File: config.mk
export PLATFORM = sky130hd
export DESIGN_NAME = xpd_top
export DESIGN_NICKNAME = d
export VERILOG_FILES = /design/src/logic/xpd_pkg.sv /design/src/logic/xpd_addr_match.sv /design/src/logic/xpd_sync3.sv /design/src/logic/xpd_top.sv
export VERILOG_INCLUDE_DIRS = /design/src /design/src/logic
export SDC_FILE = /design/constraint.sdc
export NUM_CORES = 1
export LEC_CHECK = 0
export BUFFER_PORTS_ARGS = -buffer_cell sky130_fd_sc_hd__buf_2
export CORE_ASPECT_RATIO = 0.75
export CORE_MARGIN = 2
export CORE_UTILIZATION = 35
export DETAILED_ROUTE_END_ITERATION = 10
export GPL_ROUTABILITY_DRIVEN = 0
export GPL_TIMING_DRIVEN = 0
export PLACE_DENSITY = 0.78
export SETUP_SLACK_MARGIN = 0.05
export SYNTH_ARGS = -nofsm -noshare
export SYNTH_HDL_FRONTEND = slang
export SYNTH_HIERARCHICAL = 1
export SYNTH_SLANG_ARGS = --single-unit
export TNS_END_PERCENT = 1
File: constraint.sdc
create_clock -name sys_clk -period 4.1 [get_ports sys_clk]
set_input_delay 0.205 -clock sys_clk [delete_from_list [all_inputs] [get_ports sys_clk]]
set_output_delay 0.205 -clock sys_clk [all_outputs]
set_load 0.02 [all_outputs]
File: src/logic/xpd_consts.svh
/*
 xpd_consts.svh: port addresses, decode ranges and reset values of the
 x-bus peripheral decoder.
 assumes: included by bare name from xpd_top only; the package does not include it.
*/
`ifndef XPD_CONSTS_SVH
`define XPD_CONSTS_SVH

// ----------------------------------------------------------------------
// clock-chip ports
// ----------------------------------------------------------------------
`define XPD_RTC_INDEX_PORT  16'h0070
`define XPD_RTC_DATA_PORT   16'h0071
`define XPD_RTC_PW_LO       8'h36
`define XPD_RTC_PW_HI       8'h3F

// ----------------------------------------------------------------------
// floppy, ide, serial and parallel ranges
// ----------------------------------------------------------------------
`define XPD_FDC_PRI_LO      16'h03F0
`define XPD_FDC_PRI_HI      16'h03F7
`define XPD_FDC_SEC_LO      16'h0370
`define XPD_FDC_SEC_HI      16'h0377
`define XPD_FDC_PRI_CHG     16'h03F7
`define XPD_FDC_SEC_CHG     16'h0377
`define XPD_IDE_LO          16'h01F0
`define XPD_IDE_HI          16'h01F7
`define XPD_IDE_ALT_LO      16'h03F6
`define XPD_IDE_ALT_HI      16'h03F7
`define XPD_COM1_LO         16'h03F8
`define XPD_COM1_HI         16'h03FF
`define XPD_COM2_LO         16'h02F8
`define XPD_COM2_HI         16'h02FF
`define XPD_LPT_LO          16'h0378
`define XPD_LPT_HI          16'h037F

// ----------------------------------------------------------------------
// field positions and reset values
// ----------------------------------------------------------------------
`define XPD_SD7_BIT         7
`define XPD_IDX_RST         8'h00
`define XPD_GP_COUNT        3

`endif

File: src/logic/xpd_pkg.sv
/*
 xpd_pkg: types of the x-bus peripheral decoder.
 assumes: compiled before every design module.
*/
package xpd_pkg;

   // codes driven on the encoded select pins
   typedef enum logic [2:0] {
      XPD_ENC_COM1 = 3'b000,
      XPD_ENC_COM2 = 3'b001,
      XPD_ENC_LPT  = 3'b010,
      XPD_ENC_IDE  = 3'b011,
      XPD_ENC_GP0  = 3'b100,
      XPD_ENC_GP1  = 3'b101,
      XPD_ENC_GP2  = 3'b110,
      XPD_ENC_IDLE = 3'b111
   } xpd_enc_t;

   // inclusive address window test
   function automatic logic xpd_in_range(input logic [15:0] a,
                                         input logic [15:0] lo,
                                         input logic [15:0] hi);
      return (a >= lo) && (a <= hi);
   endfunction

endpackage

File: src/logic/xpd_addr_match.sv
/*
 xpd_addr_match: general-purpose select match of an i/o address against a
 base and a mask of don't-care low bits.
 assumes: combinational use inside the decoder.
*/
module xpd_addr_match #(
   parameter int AW = 16,
   parameter int MW = 8
) (
   input  wire logic [AW-1:0] addr,
   input  wire logic [AW-1:0] base,
   input  wire logic [MW-1:0] mask,
   input  wire logic          enable,
   output logic               hit
);
   logic [AW-1:0] care;

   // ----------------------------------------------------------------------
   // mask bits set mean the address bit is ignored
   // ----------------------------------------------------------------------
   assign care = ~{{(AW-MW){1'b0}}, mask};
   assign hit  = enable && (((addr ^ base) & care) == '0);
endmodule // xpd_addr_match

File: src/logic/xpd_sync3.sv
/*
 xpd_sync3: three-flop input synchroniser; the output follows once the
 second and third stages agree.
 assumes: input from outside the sys_clk domain.
*/
module xpd_sync3 (
   input  wire logic sys_clk,
   input  wire logic clk_en,
   input  wire logic async_in,
   output logic      sync_out
);
   logic s1_q;
   logic s2_q;
   logic s3_q;

   // ----------------------------------------------------------------------
   // chain runs through reset so a strap is valid at release
   // ----------------------------------------------------------------------
   always_ff @(posedge sys_clk) begin
      if (clk_en) begin
         s1_q <= async_in;
         s2_q <= s1_q;
         s3_q <= s2_q;
      end
   end

   always_ff @(posedge sys_clk) begin
      if (clk_en && (s2_q == s3_q)) begin
         sync_out <= s3_q;
      end
   end
endmodule // xpd_sync3

File: src/logic/xpd_top.sv
/*
 xpd_top: x-bus peripheral decoder: clock-chip strobes, floppy select and
 disk-change bit, activity light, configuration ram strobes, transceiver
 control and general-purpose or encoded selects.
 assumes: cycle qualifiers and address come from logic on sys_clk;
 disk_change_in comes from a pin; configuration bits are held elsewhere.
*/
// Summary of operation
// - a write to port 070h raises the clock-chip address latch strobe
// - clock-chip read strobe low during i/o reads of port 0071h
// - clock-chip write strobe low during i/o writes of port 0071h
// - password protection blocks clock-chip strobes for index 36h to 3Fh
// - floppy select low for i/o cycles in the floppy decode space
// - reads of 3F7h/377h drive inverted disk-change on bit 7 if ide off and floppy present
// - disk-change sampled at reset release; low means no floppy support
// - activity light low when port 92 bit 6 or bit 7 is set
// - configuration ram read strobe for i/o reads inside the programmed range
// - configuration ram write strobe for i/o writes inside the programmed range
// - transceiver direction high for i/o reads by any master or dma
// - direction high for bios memory cycles and dma bios i/o writes
// - direction low otherwise and through reset, independent of decode
// - buffer enable low when an enabled x-bus peripheral is decoded
// - buffer stays off: no floppy, dack2 ignored, change-bit read without ide
// - buffer enable high for disabled decode spaces and during reset
// - mode bit 4 picks general-purpose or encoded use of select pins
// - general-purpose selects match programmed base and mask registers
// - encoded mode drives a 3-bit code for an external decoder
// - mode bit zero gives general-purpose, one gives encoded selects
`include "xpd_consts.svh"
module xpd_top
   import xpd_pkg::*;
#(
   parameter int GP_N = `XPD_GP_COUNT
) (
   input  wire logic              sys_clk,
   input  wire logic              resetn,
   input  wire logic              clk_en,
   input  wire logic [15:0]       addr,
   input  wire logic [7:0]        data_in,
   input  wire logic              io_rd,
   input  wire logic              io_wr,
   input  wire logic              mem_rd,
   input  wire logic              mem_wr,
   input  wire logic              master_eisa,
   input  wire logic              master_isa,
   input  wire logic              master_dma,
   input  wire logic              bios_decoded,
   input  wire logic              dma_bios_sel,
   input  wire logic              disk_change_in,
   input  wire logic              pw_protect,
   input  wire logic              disk_light_b6,
   input  wire logic              disk_light_b7,
   input  wire logic              mode_encoded,
   input  wire logic              floppy_en,
   input  wire logic              floppy_secondary,
   input  wire logic              ide_en,
   input  wire logic              com1_en,
   input  wire logic              com2_en,
   input  wire logic              lpt_en,
   input  wire logic              dor_ignore_dack2,
   input  wire logic [15:0]       cram_lo_addr,
   input  wire logic [15:0]       cram_hi_addr,
   input  wire logic [GP_N*16-1:0] gp_base,
   input  wire logic [GP_N*8-1:0] gp_mask,
   input  wire logic [GP_N-1:0]   gp_en,
   output logic                   clockchip_addr_latch,
   output logic                   clockchip_read_n,
   output logic                   clockchip_write_n,
   output logic                   floppy_select_n,
   output logic                   sd7_out,
   output logic                   sd7_oe,
   output logic                   disk_activity_led_n,
   output logic                   cfg_ram_read_n,
   output logic                   cfg_ram_write_n,
   output logic                   xbuf_direction,
   output logic                   xbuf_output_enable_n,
   output logic [GP_N-1:0]        gp_select_n,
   output logic [2:0]             encoded_select,
   output logic                   ide_select_n,
   output logic                   floppy_present
);

   // ----------------------------------------------------------------------
   // disk-change synchroniser and presence strap
   // ----------------------------------------------------------------------
   logic dchg_sync;
   logic rst_done_q;
   logic present_q;

   xpd_sync3 u_dchg_sync (
      .sys_clk  (sys_clk),
      .clk_en   (clk_en),
      .async_in (disk_change_in),
      .sync_out (dchg_sync)
   );

   always_ff @(posedge sys_clk) begin
      if (!resetn) begin
         rst_done_q <= 1'b0;
         present_q  <= 1'b0;
      end else if (clk_en && !rst_done_q) begin
         rst_done_q <= 1'b1;
         present_q  <= dchg_sync;
      end
   end
   assign floppy_present = present_q;

   // ----------------------------------------------------------------------
   // address decode
   // ----------------------------------------------------------------------
   logic io_cyc;
   logic hit_idx;
   logic hit_dat;
   logic hit_fdc;
   logic hit_chg;
   logic hit_ide;
   logic hit_com1;
   logic hit_com2;
   logic hit_lpt;
   logic hit_cram;
   logic pw_block;
   logic [GP_N-1:0] hit_gp;
   logic [7:0] rtc_index_q;

   assign io_cyc  = io_rd || io_wr;
   assign hit_idx = (addr == `XPD_RTC_INDEX_PORT);
   assign hit_dat = (addr == `XPD_RTC_DATA_PORT);
   assign hit_fdc = floppy_en && (floppy_secondary ?
                    xpd_in_range(addr, `XPD_FDC_SEC_LO, `XPD_FDC_SEC_HI) :
                    xpd_in_range(addr, `XPD_FDC_PRI_LO, `XPD_FDC_PRI_HI));
   assign hit_chg = floppy_en && (floppy_secondary ? (addr == `XPD_FDC_SEC_CHG) :
                                                     (addr == `XPD_FDC_PRI_CHG));
   assign hit_ide = ide_en && (xpd_in_range(addr, `XPD_IDE_LO, `XPD_IDE_HI) ||
                    xpd_in_range(addr, `XPD_IDE_ALT_LO, `XPD_IDE_ALT_HI));
   assign hit_com1 = com1_en && xpd_in_range(addr, `XPD_COM1_LO, `XPD_COM1_HI);
   assign hit_com2 = com2_en && xpd_in_range(addr, `XPD_COM2_LO, `XPD_COM2_HI);
   assign hit_lpt  = lpt_en && xpd_in_range(addr, `XPD_LPT_LO, `XPD_LPT_HI);
   assign hit_cram = xpd_in_range(addr, cram_lo_addr, cram_hi_addr);
   assign pw_block = pw_protect && (rtc_index_q >= `XPD_RTC_PW_LO)
                     && (rtc_index_q <= `XPD_RTC_PW_HI);

   for (genvar g = 0; g < GP_N; g++) begin : g_gp
      xpd_addr_match #(.AW(16), .MW(8)) u_match (
         .addr   (addr),
         .base   (gp_base[g*16 +: 16]),
         .mask   (gp_mask[g*8 +: 8]),
         .enable (gp_en[g]),
         .hit    (hit_gp[g])
      );
   end

   // ----------------------------------------------------------------------
   // clock-chip index latch and address latch pulse
   // ----------------------------------------------------------------------
   logic io_wr_q;
   logic ale_d;

   assign ale_d = io_wr && !io_wr_q && hit_idx;

   always_ff @(posedge sys_clk) begin
      if (!resetn) begin
         io_wr_q              <= 1'b0;
         rtc_index_q          <= `XPD_IDX_RST;
         clockchip_addr_latch <= 1'b0;
      end else if (clk_en) begin
         io_wr_q              <= io_wr;
         clockchip_addr_latch <= ale_d;
         if (ale_d) begin
            rtc_index_q <= data_in;
         end
      end
   end

   // ----------------------------------------------------------------------
   // command strobes
   // ----------------------------------------------------------------------
   always_ff @(posedge sys_clk) begin
      if (!resetn) begin
         clockchip_read_n  <= 1'b1;
         clockchip_write_n <= 1'b1;
         cfg_ram_read_n    <= 1'b1;
         cfg_ram_write_n   <= 1'b1;
         floppy_select_n   <= 1'b1;
      end else if (clk_en) begin
         clockchip_read_n  <= !(io_rd && hit_dat && !pw_block);
         clockchip_write_n <= !(io_wr && hit_dat && !pw_block);
         cfg_ram_read_n    <= !(io_rd && hit_cram);
         cfg_ram_write_n   <= !(io_wr && hit_cram);
         floppy_select_n   <= !(io_cyc && hit_fdc);
      end
   end

   // ----------------------------------------------------------------------
   // disk-change bit and activity light
   // ----------------------------------------------------------------------
   logic chg_read;
   assign chg_read = io_rd && hit_chg;

   always_ff @(posedge sys_clk) begin
      if (!resetn) begin
         sd7_out             <= 1'b0;
         sd7_oe              <= 1'b0;
         disk_activity_led_n <= 1'b1;
      end else if (clk_en) begin
         sd7_out             <= !dchg_sync;
         sd7_oe              <= chg_read && !ide_en && present_q;
         disk_activity_led_n <= !(disk_light_b6 || disk_light_b7);
      end
   end

   // ----------------------------------------------------------------------
   // transceiver direction and output enable
   // ----------------------------------------------------------------------
   logic dir_d;
   logic fdc_buf_ok;
   logic oe_d;

   assign dir_d = (io_rd && (master_eisa || master_isa || master_dma))
                  || ((mem_rd || mem_wr) && bios_decoded)
                  || (master_dma && io_wr && dma_bios_sel);

   assign fdc_buf_ok = hit_fdc && present_q && !dor_ignore_dack2
                       && !(chg_read && !ide_en);
   assign oe_d = (io_cyc && (hit_idx || hit_dat || fdc_buf_ok || hit_ide
                  || hit_com1 || hit_com2 || hit_lpt || hit_cram
                  || (|hit_gp)))
                 || ((mem_rd || mem_wr) && bios_decoded);

   always_ff @(posedge sys_clk) begin
      if (!resetn) begin
         xbuf_direction       <= 1'b0;
         xbuf_output_enable_n <= 1'b1;
      end else if (clk_en) begin
         xbuf_direction       <= dir_d;
         xbuf_output_enable_n <= !oe_d;
      end
   end

   // ----------------------------------------------------------------------
   // general-purpose or encoded selects
   // ----------------------------------------------------------------------
   xpd_enc_t enc_d;

   always_comb begin
      enc_d = XPD_ENC_IDLE;
      if (io_cyc) begin
         if (hit_com1) begin
            enc_d = XPD_ENC_COM1;
         end else if (hit_com2) begin
            enc_d = XPD_ENC_COM2;
         end else if (hit_lpt) begin
            enc_d = XPD_ENC_LPT;
         end else if (hit_ide) begin
            enc_d = XPD_ENC_IDE;
         end else if (hit_gp[0]) begin
            enc_d = XPD_ENC_GP0;
         end else if (GP_N > 1 && hit_gp[GP_N > 1 ? 1 : 0]) begin
            enc_d = XPD_ENC_GP1;
         end else if (GP_N > 2 && hit_gp[GP_N > 2 ? 2 : 0]) begin
            enc_d = XPD_ENC_GP2;
         end
      end
   end

   always_ff @(posedge sys_clk) begin
      if (!resetn) begin
         gp_select_n    <= '1;
         encoded_select <= XPD_ENC_IDLE;
         ide_select_n   <= 1'b1;
      end else if (clk_en) begin
         ide_select_n <= !(io_cyc && hit_ide);
         if (mode_encoded) begin
            gp_select_n    <= '1;
            encoded_select <= enc_d;
         end else begin
            gp_select_n    <= ~(hit_gp & {GP_N{io_cyc}});
            encoded_select <= XPD_ENC_IDLE;
         end
      end
   end

   // ----------------------------------------------------------------------
   // checks
   // ----------------------------------------------------------------------
   chk_ale_pulse: assert property (@(posedge sys_clk) disable iff (!resetn)
      clockchip_addr_latch && clk_en |=> !clockchip_addr_latch)
      else $error("address latch pulse longer than one clock");

   chk_ale_cause: assert property (@(posedge sys_clk) disable iff (!resetn)
      clk_en && io_wr && !io_wr_q && hit_idx |=> clockchip_addr_latch)
      else $error("index write gave no address latch pulse");

   chk_rtc_read: assert property (@(posedge sys_clk) disable iff (!resetn)
      clk_en && io_rd && hit_dat && !pw_block |=> !clockchip_read_n)
      else $error("clock-chip read strobe missing");

   chk_rtc_write: assert property (@(posedge sys_clk) disable iff (!resetn)
      clk_en && io_wr && hit_dat && !pw_block |=> !clockchip_write_n)
      else $error("clock-chip write strobe missing");

   chk_pw_block: assert property (@(posedge sys_clk) disable iff (!resetn)
      clk_en && pw_protect && rtc_index_q[7:4] == 4'h3 && rtc_index_q[3:0] >= 4'h6
      |=> clockchip_read_n && clockchip_write_n)
      else $error("protected clock-chip index was reached");

   chk_fdc_sel: assert property (@(posedge sys_clk) disable iff (!resetn)
      clk_en && io_cyc && hit_fdc |=> !floppy_select_n)
      else $error("floppy select missing");

   chk_sd7_gate: assert property (@(posedge sys_clk) disable iff (!resetn)
      sd7_oe && $past(clk_en) |-> present_q && !$past(ide_en))
      else $error("bit 7 driven without floppy or with ide on");

   chk_led_map: assert property (@(posedge sys_clk) disable iff (!resetn)
      clk_en && !disk_light_b6 && !disk_light_b7 |=> disk_activity_led_n)
      else $error("activity light on with both bits clear");

   chk_cram_rd: assert property (@(posedge sys_clk) disable iff (!resetn)
      clk_en && io_rd && hit_cram |=> !cfg_ram_read_n)
      else $error("configuration ram read strobe missing");

   chk_dir_read: assert property (@(posedge sys_clk) disable iff (!resetn)
      clk_en && io_rd && master_isa |=> xbuf_direction)
      else $error("transceiver not transmitting on isa read");

   chk_oe_nofdc: assert property (@(posedge sys_clk) disable iff (!resetn)
      clk_en && io_cyc && hit_fdc && !present_q && !(hit_idx || hit_dat || hit_ide
      || hit_com1 || hit_com2 || hit_lpt || hit_cram || (|hit_gp) || bios_decoded)
      |=> xbuf_output_enable_n)
      else $error("buffer enabled for absent floppy");

   chk_enc_mode: assert property (@(posedge sys_clk) disable iff (!resetn)
      clk_en && mode_encoded |=> gp_select_n == '1)
      else $error("general-purpose select active in encoded mode");

endmodule // xpd_top

# Yosys cells after proc, flatten, opt, wreduce, memory -nomap -nowiden
# Index checks and enable logic that the tools add are counted.
dict set report totals {
  regBits 33
  inputBits 155
  output_inout_bits 19
  word_cells 146
}
dict set report classes {
  order_cmp 17
  n_eq_ne 5
  muxes 12
  n_bitwise 11
  reduce_logical 79
}
# operator n
set ops {}
lappend ops {{$ge A16 B10 Y1 const B} 6}
lappend ops {{$le A16 B10 Y1 const B} 5}
lappend ops {{$and A16 B16 Y16} 3}
lappend ops {{$logic_not A16 Y1} 3}
lappend ops {{$not A8 Y16} 3}
lappend ops {{$xor A16 B16 Y16} 3}
lappend ops {{$logic_and A1 B1 Y1} 42}
lappend ops {{$eq A16 B10 Y1 const B} 2}
lappend ops {{$eq A16 B7 Y1 const B} 2}
lappend ops {{$mux W3} 7}
lappend ops {{$logic_or A1 B1 Y1} 17}
lappend ops {{$ge A16 B16 Y1} 1}
lappend ops {{$ge A16 B9 Y1 const B} 1}
lappend ops {{$le A16 B16 Y1} 1}
lappend ops {{$le A16 B9 Y1 const B} 1}
lappend ops {{$logic_not A1 Y1} 15}
lappend ops {{$ge A8 B6 Y1 const B} 1}
lappend ops {{$le A8 B6 Y1 const B} 1}
lappend ops {{$mux W2} 2}
lappend ops {{$and A3 B3 Y3} 1}
lappend ops {{$mux W1} 3}
lappend ops {{$not A3 Y3} 1}
lappend ops {{$reduce_or A3 Y1} 1}
lappend ops {{$reduce_and A2 Y1} 1}
lappend ops {{$eq A1 B1 Y1} 1}

# Logic depth before layout (Yosys ltp)
dict set report logic_depth {
  word_depth 17
  ltp_mapped 10
  mapped_depth_nobuf 10
}

# Cells and area by module
# Netlist, hierarchy kept.
# mod instances cells_per_inst area_each_um2 seq_area_each_um2
set modules_own_cells {}
lappend modules_own_cells {xpd_top 1 278 2202.1 560.5}
lappend modules_own_cells {xpd_addr_match 3 25 200.2 0.0}
lappend modules_own_cells {xpd_sync3 1 6 135.1 120.1}

# Least setup slack after synthesis
# OpenSTA, ideal clock, no wires.
dict set report synth_timing {
  kind {in2reg}
  from {input port addr[12]}
  to {register xbuf_output_enable_n}
  setup_ns 0.124
  t_arrival_ns 1.946
  t_required_ns 3.976
  path_slack_ns 2.030
  cell_stages 6
  n_path_buf 0
  path_cell_list {or4_4 > or3_1 > or4_1 > o211a_1 > nor4_1 > o31ai_1}
}
dict set report synth_via {
  elab_chain_cells 17
  elab_cells_between_ends 66
  classes_between {15 x order compare; 4 x eq/ne; 2 x mux; 6 x bitwise; 39 x reduce/logical}
}
# item line_no
set synth_lines {}
lappend synth_lines {{start: declaration} xpd_top.sv:38} ;# input wire logic [15:0] addr,
lappend synth_lines {{$ge A16 B10 Y1 (tied with other cells)} xpd_pkg.sv:23} ;# return (a >= lo) && (a <= hi);
lappend synth_lines {{$logic_and A1 B1 Y1 / $mux W1 (equally long branches)} {xpd_pkg.sv:23, xpd_top.sv:131}}
lappend synth_lines {{$mux W1 / $logic_and A1 B1 Y1 (equally long branches)} {xpd_top.sv:128, xpd_top.sv:131}}
lappend synth_lines {{$logic_and A1 B1 Y1, on equally long branches} {xpd_top.sv:128, xpd_top.sv:197}}
lappend synth_lines {{$logic_and A1 B1 Y1, on equally long branches} {xpd_top.sv:222, xpd_top.sv:223}}
lappend synth_lines {{$logic_and A1 B1 Y1 / $logic_not A1 Y1 (equally long branches)} {xpd_top.sv:222, xpd_top.sv:223}}
lappend synth_lines {{$logic_and A1 B1 Y1} xpd_top.sv:223} ;# && !(chg_read && !ide_en);
lappend synth_lines {{$logic_or A1 B1 Y1 (2 in a row)} xpd_top.sv:224} ;# assign oe_d = (io_cyc && (hit_idx || hit_dat || fdc_buf_ok || hit_ide
lappend synth_lines {{$logic_or A1 B1 Y1 (4 in a row)} xpd_top.sv:225} ;# || hit_com1 || hit_com2 || hit_lpt || hit_cram
lappend synth_lines {{$logic_or A1 B1 Y1 *} xpd_top.sv:226} ;# || (|hit_gp)))
lappend synth_lines {{$logic_and A1 B1 Y1 *} xpd_top.sv:224}
lappend synth_lines {{$logic_or A1 B1 Y1 *} xpd_top.sv:227} ;# || ((mem_rd || mem_wr) && bios_decoded);
lappend synth_lines {{$logic_not A1 Y1 *} xpd_top.sv:235} ;# xbuf_output_enable_n <= !oe_d;
lappend synth_lines {{end signal: assignment} xpd_top.sv:235}
lappend synth_lines {{end: declaration} xpd_top.sv:76} ;# output logic xbuf_output_enable_n,
# Every way passes the cells marked *; elsewhere a longest branch is shown, timed or not.
# A chain may end at the register's enable or synchronous reset.

# Final worst setup path
dict set report layout_timing {
  from {input port addr[0]}
  to {register cfg_ram_write_n}
}
dict set report layout_via {
  elab_chain_cells 4
  elab_cells_between_ends 5
  classes_between {2 x order compare; 3 x reduce/logical}
}
# item line_no
set layout_lines {}
lappend layout_lines {{$ge A16 B16 Y1 / $le A16 B16 Y1 (equally long branches)} xpd_pkg.sv:23}
lappend layout_lines {{$logic_and A1 B1 Y1 *} xpd_pkg.sv:23}
lappend layout_lines {{$logic_and A1 B1 Y1 *} xpd_top.sv:188} ;# cfg_ram_write_n <= !(io_wr && hit_cram);
lappend layout_lines {{$logic_not A1 Y1 *} xpd_top.sv:188}
lappend layout_lines {{end signal: assignment} xpd_top.sv:188}
lappend layout_lines {{end: declaration} xpd_top.sv:74} ;# output logic cfg_ram_write_n,
# Marked as above.

==> flow_summary_export.csv <==
group,metric,value,unit
status,status,"completed",
synthesis,synth_area_per_cell,8.18,um2
placed_design,placed_cells,635,
global_routing,antenna_found_initial,0,
power_and_ir_drop,p_leak,1.92,nW
synthesis,synthCells,359,
synthesis,synthFlopType,"dfxtp_1",
detailed_routing,drt_wl_total,10400,um
global_routing,grt_pass1_wl,16300,um
detailed_routing,via_per_inst,5.29,
final_layout,layout.nets,724,
synthesis,synth_xor_xnor_area_share,14.9,%
sta,slew_headroom,48.7,%
detailed_routing,firstDrtPassIters,4,
detailed_routing,wl_met3,984,um
sta,setup_viol,0,
final_layout,synthToLayoutAreaGrowth,37.1,%
clocking,cts.repair.resized,0,
setup_path,crit_arrival,2.39,ns
clocking,cts-buffers-inserted,5,
global_routing,track_usage,22.6,%
final_layout,ff_latch_area,681,um2
power_and_ir_drop,p_per_area,224,nW/um2
setup_path,end_kind,"register",
power_and_ir_drop,vdd_ir_drop_max,143,uV
clocking,cts.clk_slew.worst_paths,0.07,ns
floorplanning,fp.dieH,83.3,um
detailed_routing,m1WireLength,4350,um
setup_path,crit_type,"input port to register",
sta,hold_violations,0,
setup_path,cp_max_fo,6,
synthesis,synthSimpleGateAreaFrac,20.6,%
synthesis,synthDistinctLibCells,50,
placed_design,dp_hpwl,8760,um
synthesis,synthMuxAreaShare,2.73,%
floorplanning,dieArea,9150,um2
sta,fin_skew,0.00203,ns
synthesis,synth-compound-area-share,19.1,%
worst_hold_path,hold_path_class,"input port to register",
final_layout,num_antenna_cells,0,
global_routing,grt_max_degree,12,
sta,timing.fmax,458,MHz
synthesis,synth_top_family_by_area,"simple AND/OR/NAND/NOR gates",
detailed_routing,ant_nets,0,
detailed_routing,vias,3404,
clocking,worst_skew_pair.late_latency,0.29,ns
setup_path,start_kind,"input port",
sta,fin_crit,2.18,ns
detailed_routing,wl_per_cell,16.2,um
final_layout,multiInputGateArea,2080,um2
synthesis,yosys.area_share.adder,13.6,%
clocking,postCtsSetupRepairBufs,0,
sta,setup_tns,0,ns
floorplanning,die_x,110,um
floorplanning,coreArea,8020,um2
floorplanning,initial_core_util,36.6,%
final_layout,fillers,792,
synthesis,synthArstFlopShare,0,%
sta,final_max_slew_viol_count,0,
sta,fin_crit_sh,53.2,%
global_routing,overflow,0,
clocking,cts_tree,"yes",
setup_path,cp.required,4.31,ns
detailed_routing,top_layer,"met4",
clocking,htreeDepth,2,
synthesis,ys_ff_latch,32,
job,maxCapViolCount,0,
power_and_ir_drop,power,902,uW
floorplanning,num_rows,28,
detailed_routing,drcViolationCount,0,
synthesis,synth_edf_count,4,
sta,worst_slew_pin_slew,0.760,ns
final_layout,drive_gt1_share,34.4,%
sta,rsz0062_at_grt,"no",
final_layout,instances_no_fill,643,
detailed_routing,wl_met2,4950,um
clocking,cts-root-buf,"clkbuf_8",
clocking,ctsHoldBuffers,0,
synthesis,synth_warnings,6,
detailed_routing,drt_iter0_drc,163,
synthesis,synth_area,2940,um2
global_routing,first_global_vias,3471,
placed_design,portBuffers,171,
synthesis,synth_nets,546,
clocking,clockBufferDepth,2,
synthesis,yosysSeqAreaShare,23.2,%
floorplanning,pin_count,174,
clocking,clock_sinks,32,
==> where the power goes <==
part           internal, mW  switching [mW]
clock                 0.156           0.122
sequential            0.326         0.00485
combinational         0.141           0.152
==> per-stage QoR <==
step | hold slack (ns) | setup slack [ns] | util (%) | cell area, um2
6_report | 0.0878 | 1.92 | 50.2 | 4030
5_1_grt | 0.0874 | 1.80 | 50.2 | 4030
4_1_cts | 0.0846 | 1.94 | 50.2 | 4030
3_5_place_dp | 0.384 | 1.64 | 48.9 | 3930
3_3_place_gp | 0.384 | 1.65 | 48.9 | 3930
2_1_floorplan | 0.304 | 2.03 | - | 2940
==> flip-flops by register name (all words and copies together) (netlist names) <==
| register | cells |
|---|---|
| encoded_select | 3 |
| io_wr_q | 1 |
| sd7_oe | 1 |
| sd7_out | 1 |
| xbuf_direction | 1 |
| clockchip_read_n | 1 |
| xbuf_output_enable_n | 1 |
| floppy_select_n | 1 |
| floppy_present | 1 |
| rst_done_q | 1 |
| gp_select_n | 3 |
| cfg_ram_read_n | 1 |
| cfg_ram_write_n | 1 |
| u_dchg_sync/s2_q | 1 |
| rtc_index_q | 7 |
| u_dchg_sync/s1_q | 1 |
| ide_select_n | 1 |
| disk_activity_led_n | 1 |
| u_dchg_sync/sync_out | 1 |
| clockchip_write_n | 1 |
| clockchip_addr_latch | 1 |
| u_dchg_sync/s3_q | 1 |
==> worst paths after layout <==
path / startpoint / end / slack (ns) / depth (start not counted)
setup / recovery: addr[0] / cfg_ram_write_n / 1.92 / 9
hold / removal: disk_change_in / u_dchg_sync/s1_q / 0.09 / 1
setup reg to reg: io_wr_q / rtc_index_q[3] / 2.74 / 5
hold reg to reg: u_dchg_sync/s1_q / u_dchg_sync/s2_q / 0.44 / 0
==> routing by layer <==
metal,vias to the layer above,GRT usage [%]
li1,1652,-
met3,19,3.22
met2,191,40.1
met5,-,0
met4,0,4.49
met1,1542,28.7
==> cells in the mapped netlist (10+ instances only) <==
library cell | number | area, um2
nor2b_1 | 14 | 87.6
inv_1 | 36 | 135
nor2_1 | 15 | 56.3
xor2_1 | 13 | 114
o21ai_0 | 16 | 80.1
ha_1 | 32 | 400
xnor2_1 | 37 | 324
a21oi_1 | 11 | 55.1
dfxtp_1 | 28 | 561
o22ai_1 | 13 | 81.3
nand3_1 | 18 | 90.1
clkbuf_1 | 10 | 37.5
nand2_1 | 19 | 71.3
==> layout make-up <==
cell class,count,area share (%)
plain buffers,10,0.932
flip-flops and latches,32,16.9
multi-input cells,281,51.8
clock inverters,1,0.124
well taps,105,3.26
repair buffers,171,21.2
clock buffers,7,2.42
inverters,36,3.36
==> critical path, cell delays in order <==
cell and delay, ns:
buf_2 0.21, inv_1 0.17, ha_1 0.31, or3b_2 0.46, o2111ai_1 0.11, a21o_1 0.17
a211oi_1 0.08, o32a_1 0.42, a41oi_1 0.25
==> kinds of logic after synthesis <==
family,count (synthesis)
flip-flops,32
buffers and inverters,46
XOR/XNOR,50
multiplexers,8
adder cells (fa/ha/maj),32
AND/OR/NAND/NOR,109
AO/OA/AOI/OAI,82
==> cell usage in the layout, fill, tap and decap left out, types with 13 or more instances in the layout <==
master | netlist | layout
buf_2 | 0 | 171
dfxtp_1 | 28 | 28
ha_1 | 32 | 32
inv_1 | 36 | 36
nand2_1 | 19 | 19
nand3_1 | 18 | 18
nor2_1 | 15 | 15
nor2b_1 | 14 | 14
o21ai_0 | 16 | 16
o22ai_1 | 13 | 13
xnor2_1 | 37 | 37
xor2_1 | 13 | 13
(Power assumes the default switching activity.)
